## config.mk

```make
export PLATFORM = sky130hd
export DESIGN_NAME = rsc_decode
export DESIGN_NICKNAME = d
export VERILOG_FILES = /design/src/shared/rsc_pkg.sv /design/src/hw/rsc_decode.sv /design/src/hw/rsc_window.sv
export VERILOG_INCLUDE_DIRS = /design/src /design/src/shared
export SDC_FILE = /design/constraint.sdc
export NUM_CORES = 1
export LEC_CHECK = 0
export ABC_CLOCK_PERIOD_IN_PS = 2120
export BUFFER_PORTS_ARGS = -buffer_cell sky130_fd_sc_hd__clkbuf_2
export CORE_MARGIN = 2
export CORE_UTILIZATION = 45
export CTS_CLUSTER_DIAMETER = 30
export DETAILED_ROUTE_END_ITERATION = 12
export PLACE_DENSITY = 0.81
export SYNTH_ARGS = -nofsm -noshare
export SYNTH_HDL_FRONTEND = slang
export SYNTH_HIERARCHICAL = 1
export SYNTH_SLANG_ARGS = --single-unit
```

## constraint.sdc

```tcl
create_clock -name clock -period 2.12 [get_ports clock]
set_clock_uncertainty 0.2 [all_clocks]
set_input_delay 0.106 -clock clock [delete_from_list [all_inputs] [get_ports clock]]
set_output_delay 0.106 -clock clock [all_outputs]
set_load 0.05 [all_outputs]
```

## src/shared/rsc_map.svh

```systemverilog
// register offsets, field positions and reset values of the decode block
`ifndef RSC_MAP_SVH
`define RSC_MAP_SVH
`define RSC_OFS_BOTTOM      8'h98
`define RSC_OFS_TOP         8'h9a
`define RSC_OFS_CONTROL     8'h9d
`define RSC_BOTTOM_RESET    10'h3ff
`define RSC_TOP_RESET       10'h000
`define RSC_SEG_FIXED       3'h2
`define RSC_BIT_OPEN        6
`define RSC_BIT_CLOSED      5
`define RSC_BIT_LOCKED      4
`define RSC_BIT_GLOBAL      3
`define RSC_COMPAT_LO       36'h0000a0000
`define RSC_COMPAT_HI       36'h0000bffff
`define RSC_LOW_ONES        26'h3ffffff
`define RSC_LOW_ZERO        26'h0000000
`endif

```

## src/shared/rsc_pkg.sv

```systemverilog
// types of the remap and system-management RAM decode block
package rsc_pkg;
    typedef enum logic [1:0] {
        RSC_DEST_NONE = 2'h0,
        RSC_DEST_DRAM = 2'h1,
        RSC_DEST_LINK = 2'h3
    } rsc_dest_t;
endpackage

```

## src/hw/rsc_decode.sv

```systemverilog
// remap limit and system-management RAM control with request decode
// Functional notes
// - limit field is address bits 35..26
// - low limit bits taken as ones
// - limit below base disables window
// - limit write-locked by trusted locks; resets zero
// - open/close/lock need global enable
// - open, unlocked: visible without management mode
// - close refuses data, allows code fetch
// - lock clears open, freezes protected fields
// - lock set by write, cleared by reset
// - global enable gives 128 KB at A0000h
// - extended region needs global enable
// - locked global enable holds until reset
// - base segment reads fixed 010b
// - failing compat access goes to link
// - base field is inclusive lower bound
`timescale 1ns/1ns
`include "rsc_map.svh"
module rsc_decode
    import rsc_pkg::*;
(
    input  wire logic        clock,
    input  wire logic        rstn,
    input  wire logic        cfg_wr,
    input  wire logic        cfg_rd,
    input  wire logic [7:0]  cfg_addr,
    input  wire logic [1:0]  cfg_be,
    input  wire logic [15:0] cfg_wdata,
    output logic      [15:0] cfg_rdata,
    input  wire logic        trusted_lock,
    input  wire logic        stolen_lock,
    input  wire logic        host_request_strobe,
    input  wire logic [35:0] req_addr,
    input  wire logic        req_sysmgmt,
    input  wire logic        req_code,
    output logic             req_valid,
    output rsc_dest_t        req_dest,
    output logic             req_remap_hit,
    output logic             ext_region_enable,
    output logic             region_lock_state
);
    // ------------------------------------------------------------
    // write strobes
    // ------------------------------------------------------------
    logic        tlock;
    logic        wr_lo;
    logic        wr_hi;
    logic        wr_bottom;
    logic        wr_top;
    logic        wr_ctl;
    always_comb begin
        // either lock input drops both window field writes
        tlock     = trusted_lock | stolen_lock;
        wr_lo     = cfg_wr && cfg_be[0];
        wr_hi     = cfg_wr && cfg_be[1];
        wr_bottom = 1'b0;
        wr_top    = 1'b0;
        if (cfg_addr == `RSC_OFS_BOTTOM) begin
            wr_bottom = !tlock;
        end else if (cfg_addr == `RSC_OFS_TOP) begin
            wr_top = !tlock;
        end
        wr_ctl    = cfg_wr && (cfg_addr == `RSC_OFS_CONTROL) && cfg_be[0];
    end
    // ------------------------------------------------------------
    // remap window fields
    // ------------------------------------------------------------
    logic [9:0]  bottom_q;
    logic [9:0]  bottom_d;
    logic [9:0]  top_q;
    logic [9:0]  top_d;
    always_comb begin
        bottom_d = bottom_q;
        top_d    = top_q;
        if (wr_bottom && wr_lo) begin
            bottom_d[7:0] = cfg_wdata[7:0];
        end
        if (wr_bottom && wr_hi) begin
            bottom_d[9:8] = cfg_wdata[9:8];
        end
        if (wr_top && wr_lo) begin
            top_d[7:0] = cfg_wdata[7:0];
        end
        if (wr_top && wr_hi) begin
            top_d[9:8] = cfg_wdata[9:8];
        end
    end
    always_ff @(posedge clock) begin
        if (!rstn) begin
            bottom_q <= `RSC_BOTTOM_RESET;
            top_q    <= `RSC_TOP_RESET;
        end else begin
            bottom_q <= bottom_d;
            top_q    <= top_d;
        end
    end
    // ------------------------------------------------------------
    // system-management RAM control
    // ------------------------------------------------------------
    logic        open_q;
    logic        open_d;
    logic        closed_q;
    logic        closed_d;
    logic        locked_q;
    logic        locked_d;
    logic        global_q;
    logic        global_d;
    logic        frozen;
    always_comb begin
        // a stored lock only bites once global enable is set
        frozen   = locked_q && global_q;
        open_d   = open_q;
        closed_d = closed_q;
        locked_d = locked_q;
        global_d = global_q;
        if (wr_ctl) begin
            closed_d = cfg_wdata[`RSC_BIT_CLOSED];
            if (!frozen) begin
                open_d   = cfg_wdata[`RSC_BIT_OPEN];
                global_d = cfg_wdata[`RSC_BIT_GLOBAL];
            end
            // sticky: software may set the lock, never clear it
            if (!locked_q) begin
                locked_d = cfg_wdata[`RSC_BIT_LOCKED];
            end
        end
        if (locked_d && global_d) begin
            open_d = 1'b0;
        end
    end
    always_ff @(posedge clock) begin
        if (!rstn) begin
            open_q   <= 1'b0;
            closed_q <= 1'b0;
            locked_q <= 1'b0;
            global_q <= 1'b0;
        end else begin
            open_q   <= open_d;
            closed_q <= closed_d;
            locked_q <= locked_d;
            global_q <= global_d;
        end
    end
    // ------------------------------------------------------------
    // read data
    // ------------------------------------------------------------
    logic [15:0] rdata_d;
    always_comb begin
        rdata_d = 16'h0000;
        if (cfg_rd) begin
            if (cfg_addr == `RSC_OFS_BOTTOM) begin
                rdata_d = {6'h00, bottom_q};
            end else if (cfg_addr == `RSC_OFS_TOP) begin
                rdata_d = {6'h00, top_q};
            end else if (cfg_addr == `RSC_OFS_CONTROL) begin
                rdata_d = {8'h00, 1'b0, open_q, closed_q, locked_q, global_q,
                           `RSC_SEG_FIXED};
            end
        end
    end
    always_ff @(posedge clock) begin
        if (!rstn) begin
            cfg_rdata <= 16'h0000;
        end else begin
            cfg_rdata <= rdata_d;
        end
    end
    // ------------------------------------------------------------
    // request decode
    // ------------------------------------------------------------
    logic      win_hit;
    logic      compat;
    logic      visible;
    logic      valid_d;
    logic      remap_d;
    logic      ext_d;
    logic      lock_d;
    rsc_dest_t dest_d;
    rsc_window u_window (
        .bottom (bottom_q),
        .top    (top_q),
        .addr   (req_addr),
        .hit    (win_hit)
    );
    always_comb begin
        compat  = (req_addr >= `RSC_COMPAT_LO) && (req_addr <= `RSC_COMPAT_HI);
        // gated by global enable; close only blocks data references
        visible = global_q && (
                      (open_q && !locked_q) ||
                      (req_sysmgmt && (!closed_q || req_code)));
        valid_d = host_request_strobe;
        dest_d  = RSC_DEST_NONE;
        remap_d = 1'b0;
        if (host_request_strobe) begin
            if (compat) begin
                dest_d = visible ? RSC_DEST_DRAM : RSC_DEST_LINK;
            end else begin
                // other decodes are outside this block
                dest_d  = RSC_DEST_DRAM;
                remap_d = win_hit;
            end
        end
        ext_d  = global_q;
        lock_d = locked_q && global_q;
    end
    // ------------------------------------------------------------
    // decode output registers
    // ------------------------------------------------------------
    always_ff @(posedge clock) begin
        if (!rstn) begin
            req_valid         <= 1'b0;
            req_dest          <= RSC_DEST_NONE;
            req_remap_hit     <= 1'b0;
            ext_region_enable <= 1'b0;
            region_lock_state <= 1'b0;
        end else begin
            req_valid         <= valid_d;
            req_dest          <= dest_d;
            req_remap_hit     <= remap_d;
            ext_region_enable <= ext_d;
            region_lock_state <= lock_d;
        end
    end
endmodule // rsc_decode

```

## src/hw/rsc_window.sv

```systemverilog
// inclusive 64 MB granular remap window compare
`timescale 1ns/1ns
`include "rsc_map.svh"
module rsc_window
    import rsc_pkg::*;
(
    input  wire logic [9:0]  bottom,
    input  wire logic [9:0]  top,
    input  wire logic [35:0] addr,
    output logic             hit
);
    logic [35:0] lo;
    logic [35:0] hi;
    always_comb begin
        lo  = {bottom, `RSC_LOW_ZERO};
        hi  = {top, `RSC_LOW_ONES};
        hit = (top >= bottom) && (addr >= lo) && (addr <= hi);
    end
endmodule // rsc_window

```

[After elaboration in Yosys (flattened, before gate mapping)]
Cells that the tools add are included.
Cells by class
  add/sub/neg operators: 0
  $mul: 0
  div/mod/pow operators: 0
  magnitude comparators: 5
  eq/ne operators: 3
  shift-type cells: 0
  mux-type cells: 12
  bitwise gates (word level): 5
  reduce and logical (&&, ||, !) cells: 28
Operators by type and width (number)
  $ge 36x20->1 const B: 1
  $ge 36x36->1: 1
  $le 36x20->1 const B: 1
  $le 36x36->1: 1
  $eq 8x8->1 const B: 3
  $mux 10: 2
  $logic_and 1x1->1: 16
  $ge 10x10->1: 1
  $mux 1: 8
  $mux 7: 1
  $reduce_and 2->1: 3
  $not 1->1: 4
  $reduce_or 4->1: 1
  $logic_not 1->1: 3
  $reduce_and 3->1: 1
  $reduce_or 3->1: 1
  $logic_or 1x1->1: 2
  $mux 2: 1
  $reduce_or 2->1: 1
  $or 1x1->1: 1
Storage, ports and cells
  flip-flop bits (word level): 46
  bits in latches: 0
  bits in writable memories: 0
  memory bits (read-only): 0
  bits of input ports: 71
  output and inout port bits: 22
  word-level logic and storage cells: 69
  memories: 0

[Logic depth before layout (Yosys ltp)]
Gate-level depths: netlist of run 1.
  depth in word-level cells: 7
  depth in mapped cells: 8
  mapped depth without buffers: 8

[Modules after synthesis]
Netlist of run 1, hierarchy kept.
Modules (own cells, without submodules)
  rsc_decode: instances 1, cells each 185, area each 1699.1 µm², sequential area each 800.8 µm²
  rsc_window: instances 1, cells each 108, area each 830.8 µm², sequential area each 0.0 µm²

[Least setup slack after synthesis of run 1]
No wires, ideal clock.
  path kind: register to register
  start point: register bottom_q[3]
  end point: register req_remap_hit
  setup time: 0.115 ns
  arrival: 1.672 ns
  required time: 1.805 ns
  setup slack: 0.133 ns
  cell stages (with the launch flop): 9
  path buffers: 0
  period minus slack after synthesis: 1.987 ns
  cells stage by stage: dfxtp_1 > inv_1 > ha_1 > a211o_1 > a21oi_1 > o21ai_0 > a221o_1 > o211a_1 > and3_1
On the way
  cells in the longest elaborated chain, start to end: 3
  elaborated cells on any way between the ends: 4
  those cells by class: 2 x order compare; 2 x reduce/logical
Ends and longest elaborated chain
  from (decl): RTL line rsc_decode.sv:69  | logic [9:0] bottom_q;
  from (signal assigned): RTL line rsc_decode.sv:91  | bottom_q <= `RSC_BOTTOM_RESET;
  from (signal assigned): RTL line rsc_decode.sv:94  | bottom_q <= bottom_d;
  $ge 36x36->1 / $ge 10x10->1 (equally long branches): RTL line rsc_window.sv:17  | hit = (top >= bottom) && (addr >= lo) && (addr <= hi);
  $logic_and 1x1->1 * (2 in series): RTL line rsc_window.sv:17
  named net win_hit: RTL line rsc_decode.sv:172  | logic win_hit;
  to (signal assigned): RTL line rsc_decode.sv:220  | req_remap_hit <= remap_d;
  to (decl): RTL line rsc_decode.sv:39  | output logic req_remap_hit,
Mark *: on every way through the listed nets, which the timed path passes. The rest lies on a longest branch.
A chain may end at the register's enable or synchronous reset.

[Worst setup path in the final report of run 1]
Ends and elaborated chain as after synthesis.

==> results of run 1 <==
-- cells in the mapped netlist, types with 2 or more instances --
| library cell | number |
|---|---|
| inv_1 | 25 |
| nor3_1 | 6 |
| a21oi_1 | 12 |
| nand2_1 | 29 |
| a2bb2oi_1 | 4 |
| nor2_1 | 18 |
| ha_1 | 30 |
| nand4_1 | 17 |
| nor2b_1 | 8 |
| a21o_1 | 7 |
| nor4_1 | 8 |
| dfxtp_1 | 40 |
| nand3_1 | 7 |
| buf_4 | 7 |
| and3_1 | 3 |
| clkbuf_1 | 6 |
| a211oi_1 | 3 |
| mux2i_1 | 18 |
| nor4bb_1 | 3 |
| or4_1 | 2 |
| and4_1 | 2 |
| o21ai_0 | 9 |
| a22oi_1 | 5 |
-- stage by stage --
| stage | power (W) | area [um2] | instances | setup slack [ns] | utilization |
|---|---|---|---|---|---|
| final | 0.00160 | 3320 | 468 | 0.0587 | 0.607 |
| after global routing | 0.00167 | 3320 | 468 | 0.000228 | 0.607 |
| after CTS | 0.00160 | 3280 | 467 | 0.0176 | 0.599 |
| after detailed placement | 0.000978 | 3000 | 442 | 0.0116 | 0.548 |
| after global placement | 0.000973 | 3000 | 442 | 0.0492 | 0.548 |
| after floorplan | 0.000887 | 2550 | 298 | 0.133 | - |
-- power by group --
part / switching (W) / total, W / internal [W]
registers: 0.000000631 / 0.000753 / 0.000753
logic: 0.000132 / 0.000238 / 0.000106
clock network: 0.000262 / 0.000611 / 0.000349
-- layout make-up --
class                   instances  area (um2)
repair buffers                104         623
well taps                      72        90.1
flip-flops and latches         40         806
clock buffers                   6        72.6
fillers                       502        2150
multi-input cells             219        1600
inverters                      25        93.8
clock inverters                 2        35.0
-- routing by layer --
| layer | GRT usage | vias up | wire length, um |
|---|---|---|---|
| met5 | 0 | - | 0 |
| met1 | 0.266 | 1203 | 2890 |
| met2 | 0.389 | 74 | 3520 |
| met4 | 0.0672 | 0 | 114 |
| li1 | - | 1259 | - |
| met3 | 0.0523 | 13 | 338 |
-- registers in the layout (all words and copies together) (netlist names) --
name and flops:
open_q 1, bottom_q 10, region_lock_state 1, ext_d 1, cfg_rdata 10, req_remap_hit 1
req_valid 1, closed_q 1, ext_region_enable 1, locked_q 1, top_q 10, req_dest 2
-- worst reg2reg max path: stages (launching register included) --
cell and delay (ns):
dfxtp_2 0.34, inv_2 0.05, buf_4 0.13, ha_1 0.30
a21o_1 0.19, a21o_1 0.17, a21oi_1 0.23, o211ai_2 0.10
o211a_1 0.13, and3_1 0.13
-- path summary, 6_finish.rpt --
path,startpoint,slack (ns),cells past startpoint,endpoint
max,bottom_q[3]$_SDFFE_PN1P_,0.06,9,req_remap_hit$_SDFF_PP0_
min,trusted_lock,0.02,4,top_q[8]$_SDFFE_PN0P_
max reg2reg,bottom_q[3]$_SDFFE_PN1P_,0.06,9,req_remap_hit$_SDFF_PP0_
min reg2reg,bottom_q[7]$_SDFFE_PN1P_,0.30,2,bottom_q[7]$_SDFFE_PN1P_
-- kinds of logic after synthesis --
logic type / synth area share
AND/OR/NAND/NOR: 0.259
AO/OA/AOI/OAI: 0.133
flip-flops: 0.317
buffers and inverters: 0.0712
adder cells (fa/ha/maj): 0.148
multiplexers: 0.0712
other: 0.00148
-- timing repair --
action                                  in CTS  in global routing
endpoints found under the setup margin       1                  1
endpoints found under the hold margin       31                  0
gates resized for setup                      2                  9
buffers inserted                             0                  1
hold buffers                                17                  0
pin swaps                                    1                  4
==> metrics.md, run 1 <==
| Metric | Value |
|---|---|
| Crit path top cell by count | a21o_1 |
| Avg Inst Size Synth | ~8.6 um2 |
| Worst VDD drop | between 0.2 and 0.3 mV |
| Largest net degree at the start of global routing | 19 |
| Static leakage | approximately 1.6 nW |
| ANT nets after route | 0 |
| Ys Warns | 6 |
| Vias | 2,549 |
| Crit path buffers/inverters | 2 |
| Synth top area share | 0.317 |
| Register bit total from synthesis | 40 |
| Max Cap Violations | 0 |
| Post-synth EDFFs | 0 |
| CP Data Required Time | around 2.1 ns |
| Die H | roughly 80 um |
| Worst-Skew Late Latency | approximately 0.29 ns |
| Tot GR Track Use | 0.221 |
| Gpl congestion | around 0.87 |
| Core box area | 0.00547 mm2 |
| Achievable Freq | around 490 MHz |
| Period utilization | 0.972 |
| WL/cell | 14.7 um |
| CTS Buffer Depth | 2 |
| Hold Vio Cnt, Final | 0 |
| CTS tree | yes |
| Area grow syn2layout | 31.4% |
| Initial Util | 0.462 |
| Row count | 27 |
| Worst Hold Class | primary input to flop |
| Cts bufs inserted | 5 |
| Clock sinks | 40 |
| CP endpoint kind | flop |
| Distinct cells, synth | 47 |
| Congestion Overflow GR | 0 |
| Actual slew at the worst max-slew pin | slightly below 0.6 ns |
| H-tree levels | 2 |
| Drt total wl | between 6000 and 7000 um |
| Worst path top cell family by delay | compound AO/OA/AOI/OAI gates |
| Router iterations before antenna repair | 4 |
| Worst hold margin | about 0.021 ns |
| Crit-path max FO | 2 |
| Initial antenna violation count | 0 |
| Sequential cell area fraction in the yosys report | 0.317 |
| Synth area leader | dfxtp_1 |
| CP Data Arrival Time | 2.06 ns |
| NumNets Final | around 500 |
| Final setup TNS | 0 ns |
| Root Driver | clkbuf_8 |
| RSZ-0062 raised after global routing | no |
| Share of layout cells above drive strength 1 | 0.280 |
| Max-slew violations | 0 |
| Antenna diode count | 0 |
| First-pass GRT wire length | around 11,000 um |
| PortBufs | 80 |
| Status | finished, final reports clean |
| Power Density | slightly below 500 mW/mm2 |
| Die area | approximately 0.0062 mm2 |
| DIE WIDTH | 79.0 um |
| Critical Path Max Stage Delay | roughly 0.34 ns |
| CP Cell Sequence | inv_2, buf_4, ha_1, a21o_1, a21o_1, a21oi_1, o211ai_2, o211a_1, and3_1 |
| Min cycle time layout | slightly above 2 ns |
| Most common cell after layout, fill and taps aside | clkbuf_2 |
| IO Pins | a little over 90 |
| CP Class | flop to flop |
| Dominant cells by area after synthesis | dfxtp_1 32%, ha_1 15%, mux2i_1 7.1%, nand2_1 4.3%, nand4_1 4.2% |
| Synth async-reset ratio | 0 |
| Slowest library cell on the worst path | dfxtp_2 |
| Startpoint types | flop |
| Clock slew at reported path FFs | about 0.08 ns |
| Vias in the first global route | around 2,500 |
| Via-to-Cell Ratio | approximately 5.4 |
| Iter 0 DRT Violations | roughly 190 |
| Most frequent cells in the layout | 80 x clkbuf_2, 36 x dfxtp_1, 29 x nand2_1, 29 x ha_1, 24 x inv_1 |
| Max_slew headroom | 0.605 |
| Syn Inst Count | between 200 and 300 |
| Hpwl dp | 5120 um |
| Final setup vio count | 0 |
| Dominant synthesized flop cell | dfxtp_1 |
| DRC | 0 |
| Post-Syn Area | 0.00253 mm2 |
(Power assumes the default switching activity.)
==> inputs of run 2 (changes only) <==
==> constraint.sdc (replaced) <==
create_clock -name clock -period 2.12 [get_ports clock]
set_clock_uncertainty 0.2 [all_clocks]
set_input_delay 0.318 -clock clock [delete_from_list [all_inputs] [get_ports clock]]
set_output_delay 0.318 -clock clock [all_outputs]
set_load 0.05 [all_outputs]
==> run 2 against run 1 <==
Design area down 1.1%. Combinational power down 8.8%. Clock-buffer cell count down 1. Cell count down 2.1%. Wire length down 3.6%.
==> metrics.md, run 2 (same netlist as run 1, synthesis figures left out) <==
| Metric | Value |
|---|---|
| Status | finished, final reports clean |
| Placed cell area | between 0.003 and 0.004 mm2 |
| Slowest library cell on the worst path | a221o_1 |
| Via-to-Cell Ratio | about 5.5 |
| Largest net degree at the start of global routing | 21 |
| PortBufs | 80 |
| # hold bufs at CTS | 0 |
| ANT nets after route | 0 |
| Most common cell after layout, fill and taps aside | clkbuf_2 |
| Max Cap Violations | 0 |
| Crit-path max FO | 2 |
| DRC | 0 |
| Critical Path Max Stage Delay | 0.33 ns |
| Antenna diode count | 0 |
| CP Class | flop to flop |
| Most frequent cells in the layout | 80 x clkbuf_2, 36 x dfxtp_1, 29 x nand2_1 |
| Vias in the first global route | between 2,000 and 3,000 |
| CTS tree | yes |
| Area grow syn2layout | 30.0% |
| Max-slew violations | 0 |
| CP endpoint kind | flop |
| Router iterations before antenna repair | 4 |
| Drt total wl | approximately 6600 um |
| FILL cells | 481 |
| CP Data Required Time | roughly 2.1 ns |
| Power Density | about 500 mW/mm2 |
| Hpwl dp | roughly 5400 um |
| Die H | 79.0 um |
| Static leakage | approximately 1.6 nW |
| CTS Buffer Depth | 2 |
| Clock slew at reported path FFs | ~0.070 ns |
| Worst Hold Class | primary input to flop |
| Cts bufs inserted | 5 |
| Startpoint types | flop |
| Worst VDD drop | 0.454 mV |
| Root Driver | clkbuf_8 |
| Finished Layout Cells | about 460 |
| WL/cell | 14.4 um |
| DIE WIDTH | between 70 and 80 um |
| Gpl congestion | roughly 0.85 |
| H-tree levels | 2 |
| Cells after DPL | 450 |
| Clock sinks | 40 |
| Initial antenna violation count | 0 |
| CP Data Arrival Time | around 2.1 ns |
| Congestion Overflow GR | 0 |
| Hold Vio Cnt, Final | 0 |
| Vias | about 2,500 |
| Finished Cell Area | roughly 0.0033 mm2 |
| Pwr Total | approximately 0.0017 W |
| NumNets Final | 487 |
| Worst-Skew Late Latency | 0.29 ns |
| Area of the multi-input gates | between 0.0015 and 0.002 mm2 |
| Share of layout cells above drive strength 1 | 0.313 |
| Row count | 27 |
| Period utilization | 0.974 |
| Iter 0 DRT Violations | 120 |
| First-pass GRT wire length | approximately 11,000 um |
| Core box area | roughly 0.0055 mm2 |
| Die area | just over 0.006 mm2 |
| Initial Util | 0.462 |
| Final setup vio count | 0 |
| Flip-flop and latch area | a little over 800 um2 |
| Min cycle time layout | 2.07 ns |
| IO Pins | 93 |
| Biggest registers after layout | bottom_q x10, cfg_rdata x10, top_q x10 |
| Achievable Freq | around 480 MHz |
| CP Cell Sequence | inv_1, ha_4, a211o_1, a21oi_2, o21ai_1, a221o_1, o211a_1, and3_1 |
| Tot GR Track Use | 0.219 |
run 2: cell types whose count changed in the layout (fill, tap and decap cells not counted), moves of 2 or more:
cell           previous run  this run
buf_12                    0         2
buf_4                     7        13
dlygate4sd3_1            17         0
ha_1                     29        27
ha_4                      1         3
run 2: power breakdown:
| part | switching (W) | internal, W |
|---|---|---|
| Sequential | 0.000000622 | 0.000753 |
| Clock | 0.000258 | 0.000463 |
| Combinational | 0.000127 | 0.0000901 |
run 2: stage by stage:
| stage | util | setup slack [ns] | TNS [ns] | hold WS (ns) |
|---|---|---|---|---|
| 6_report | 0.601 | 0.0546 | 0 | 0.0646 |
| 5_1_grt | 0.601 | -0.0290 | -0.0290 | 0.0697 |
| 4_1_cts | 0.589 | 0.0239 | 0 | 0.0637 |
| 3_5_place_dp | 0.563 | -0.0507 | -0.0507 | 0.292 |
| 3_3_place_gp | 0.563 | 0.0251 | 0 | 0.282 |
| 2_1_floorplan | - | 0.133 | 0 | 0.246 |
run 2: routing by layer:
metal / share of wire / routed length (um) / track usage
met1: 0.43 / 2860 / 0.274
met3: 0.042 / 275 / 0.0318
met4: 0.015 / 102 / 0.0638
met5: 0 / 0 / 0
met2: 0.51 / 3380 / 0.390
run 2: timing repair:
item | CTS | global route
resized for setup | 3 | 10
pin swaps | 1 | 5
setup buffers | 0 | 1
endpoints found under the setup margin | 1 | 1
run 2: worst paths after layout:
check | from | to | slack, ns | depth (start not counted)
worst min register to register | bottom_q[7]$_SDFFE_PN1P_ | bottom_q[7]$_SDFFE_PN1P_ | 0.30 | 2
worst max-delay path | bottom_q[3]$_SDFFE_PN1P_ | req_remap_hit$_SDFF_PP0_ | 0.05 | 8
worst min-delay path | cfg_wdata[1] | bottom_q[1]$_SDFFE_PN1P_ | 0.06 | 3
worst max register to register | bottom_q[3]$_SDFFE_PN1P_ | req_remap_hit$_SDFF_PP0_ | 0.05 | 8
run 2: area by class of cell:
type,count,area share
repair buffers,95,0.164
inverters,25,0.0285
well taps,72,0.0274
clock inverters,2,0.0183
clock buffers,5,0.0209
multi-input cells,219,0.496
flip-flops and latches,40,0.245
run 2: critical path, delay by kind of cell, from the launching register on:
family / cells / cell delay [ns]
adder cells (fa/ha/maj): 1 / 0.21
flip-flops: 1 / 0.32
AND/OR/NAND/NOR: 1 / 0.14
buffers and inverters: 1 / 0.09
AO/OA/AOI/OAI: 5 / 1.00
==> inputs of run 3 (changes only) <==
--- a/config.mk
+++ b/config.mk
@@ -8,10 +8,10 @@
 export LEC_CHECK = 0
 export ABC_CLOCK_PERIOD_IN_PS = 2120
 export BUFFER_PORTS_ARGS = -buffer_cell sky130_fd_sc_hd__clkbuf_2
-export CORE_MARGIN = 2
 export CORE_UTILIZATION = 45
 export CTS_CLUSTER_DIAMETER = 30
 export DETAILED_ROUTE_END_ITERATION = 12
+export GPL_TIMING_DRIVEN = 0
 export PLACE_DENSITY = 0.81
 export SYNTH_ARGS = -nofsm -noshare
 export SYNTH_HDL_FRONTEND = slang
==> run 3 against run 2 <==
Critical path depth stayed put. Via count fell by 1.9%. Register-to-register slack about the same. Non-clock buffer count fell by 2. Sequential share of layout area up 0.87 points. Clock power fell by 15%.
==> metrics.md, run 3 (same netlist as run 1, synthesis figures left out) <==
| Metric | Value |
|---|---|
| Gpl congestion | 0.871 |
| Hpwl dp | slightly above 5000 um |
| Row count | 26 |
| Iter 0 DRT Violations | between 100 and 150 |
| Pwr Total | between 0.0015 and 0.002 W |
| Tot GR Track Use | 0.223 |
| PortBufs | 78 |
| Cts bufs inserted | 5 |
| Finished Layout Cells | roughly 460 |
| Worst VDD drop | 0.426 mV |
| Most common cell after layout, fill and taps aside | clkbuf_2 |
| Max-slew violations | 0 |
| Vias | roughly 2,500 |
| Worst Hold Class | primary input to flop |
| Area grow syn2layout | 26.1% |
| Startpoint types | flop |
| DIE WIDTH | 77.0 um |
| Via-to-Cell Ratio | about 5.4 |
| Router iterations before antenna repair | 5 |
| Max Cap Violations | 0 |
| DRC | 0 |
| Share of layout cells above drive strength 1 | 0.299 |
| RSZ-0062 raised after global routing | no |
| Initial antenna violation count | 0 |
| # hold bufs at CTS | 0 |
| Slowest library cell on the worst path | dfxtp_1 |
| Biggest registers after layout | bottom_q x10, cfg_rdata x10, top_q x10 |
| Period utilization | 0.973 |
| NumNets Final | between 400 and 500 |
| Root Driver | clkbuf_8 |
| ANT nets after route | 0 |
| Die H | ~77 um |
| Antenna diode count | 0 |
| Max_slew headroom | 0.579 |
| Status | finished, final reports clean |
| Crit-path max FO | 3 |
| Most frequent cells in the layout | 78 x clkbuf_2, 33 x dfxtp_1, 29 x nand2_1, 29 x ha_1, 24 x inv_1 |
| Die area | between 0.005 and 0.006 mm2 |
| First-pass GRT wire length | around 11,000 um |
| CP Cell Sequence | inv_1, ha_1, a21o_1, a21o_1, a221oi_2, o211ai_2, o211a_1, and3_1 |
| Worst-Skew Late Latency | between 0.2 and 0.3 ns |
| CP Data Required Time | ~2.1 ns |
| H-tree levels | 2 |
| CTS Buffer Depth | 2 |
| Vias in the first global route | between 2,000 and 2,500 |
| Critical Path Max Stage Delay | approximately 0.35 ns |
| Cells after DPL | between 400 and 500 |
| Clock slew at reported path FFs | ~0.07 ns |
| Min cycle time layout | just over 2 ns |
| Crit path top cell by count | a21o_1 |
| CP Data Arrival Time | a little over 2 ns |
| Hold Vio Cnt, Final | 0 |
| Static leakage | around 1.5 nW |
| Achievable Freq | about 480 MHz |
| Initial Util | 0.480 |
| Actual slew at the worst max-slew pin | between 0.6 and 0.7 ns |
| CP endpoint kind | flop |
| Largest net degree at the start of global routing | 13 |
| CP Class | flop to flop |
| Power Density | 498 mW/mm2 |
| Drt total wl | ~6500 um |
| CTS tree | yes |
| Congestion Overflow GR | 0 |
| Place WS | -0.0963 ns |
| Final setup vio count | 0 |
| Setup WS post-layout | between 0.05 and 0.06 ns |
| IO Pins | 93 |
| Clock sinks | 40 |
| Core box area | 0.00527 mm2 |
| WL/cell | between 10 and 15 um |
[run 3: stage by stage]
step | setup TNS [ns] | hold slack [ns] | util | cell area, um2
2_1_floorplan | 0 | 0.246 | - | 2550
3_3_place_gp | -0.0775 | 0.276 | 0.574 | 3030
3_5_place_dp | -0.0963 | 0.280 | 0.574 | 3030
4_1_cts | 0 | 0.0623 | 0.598 | 3150
5_1_grt | 0 | 0.0771 | 0.605 | 3190
6_report | 0 | 0.0682 | 0.605 | 3190
[run 3: routing by layer]
metal  track usage  vias up  wire length (um)
met2         0.387       82              3150
li1              -     1238                 -
met1         0.286     1147              2930
met3        0.0381        9               329
met4        0.0528        0                68
met5             0        -                 0
[run 3: final timing paths]
check                                               from                        to  slack [ns]  cells after the start
worst max register to register  bottom_q[7]$_SDFFE_PN1P_  req_remap_hit$_SDFF_PP0_        0.06                      8
worst max-delay path            bottom_q[7]$_SDFFE_PN1P_  req_remap_hit$_SDFF_PP0_        0.06                      8
worst min-delay path                        cfg_wdata[7]  bottom_q[7]$_SDFFE_PN1P_        0.07                      3
worst min register to register  bottom_q[4]$_SDFFE_PN1P_  bottom_q[4]$_SDFFE_PN1P_        0.29                      2
[run 3: final cells by class]
type | count | area, um2
fillers | 467 | 2080
multi-input cells | 219 | 1610
flip-flops and latches | 40 | 810
repair buffers | 79 | 398
inverters | 25 | 93.8
well taps | 70 | 87.6
plain buffers | 14 | 86.3
clock buffers | 6 | 72.6
clock inverters | 2 | 35.0
[run 3: what timing repair did]
| item | 4_1_cts | 5_1_grt |
|---|---|---|
| buffers inserted | 0 | 1 |
| resized for setup | 5 | 10 |
| setup endpoints to repair | 1 | 1 |
| pin swaps | 0 | 1 |
[run 3: critical path, delay by kind of cell (launching register included)]
family,cells,cell delay [ns]
AND/OR/NAND/NOR,1,0.15
flip-flops,1,0.35
adder cells (fa/ha/maj),1,0.31
AO/OA/AOI/OAI,5,0.89
buffers and inverters,1,0.07
[run 3: power breakdown]
| group | leakage, nW | internal [W] | total [W] | switching, W |
|---|---|---|---|---|
| Combinational | 1.17 | 0.0000937 | 0.000224 | 0.000130 |
| Sequential | 0.325 | 0.000753 | 0.000753 | 0.000000642 |
| Clock | 0.0552 | 0.000349 | 0.000611 | 0.000261 |
| Total | 1.55 | 0.00120 | 0.00159 | 0.000392 |
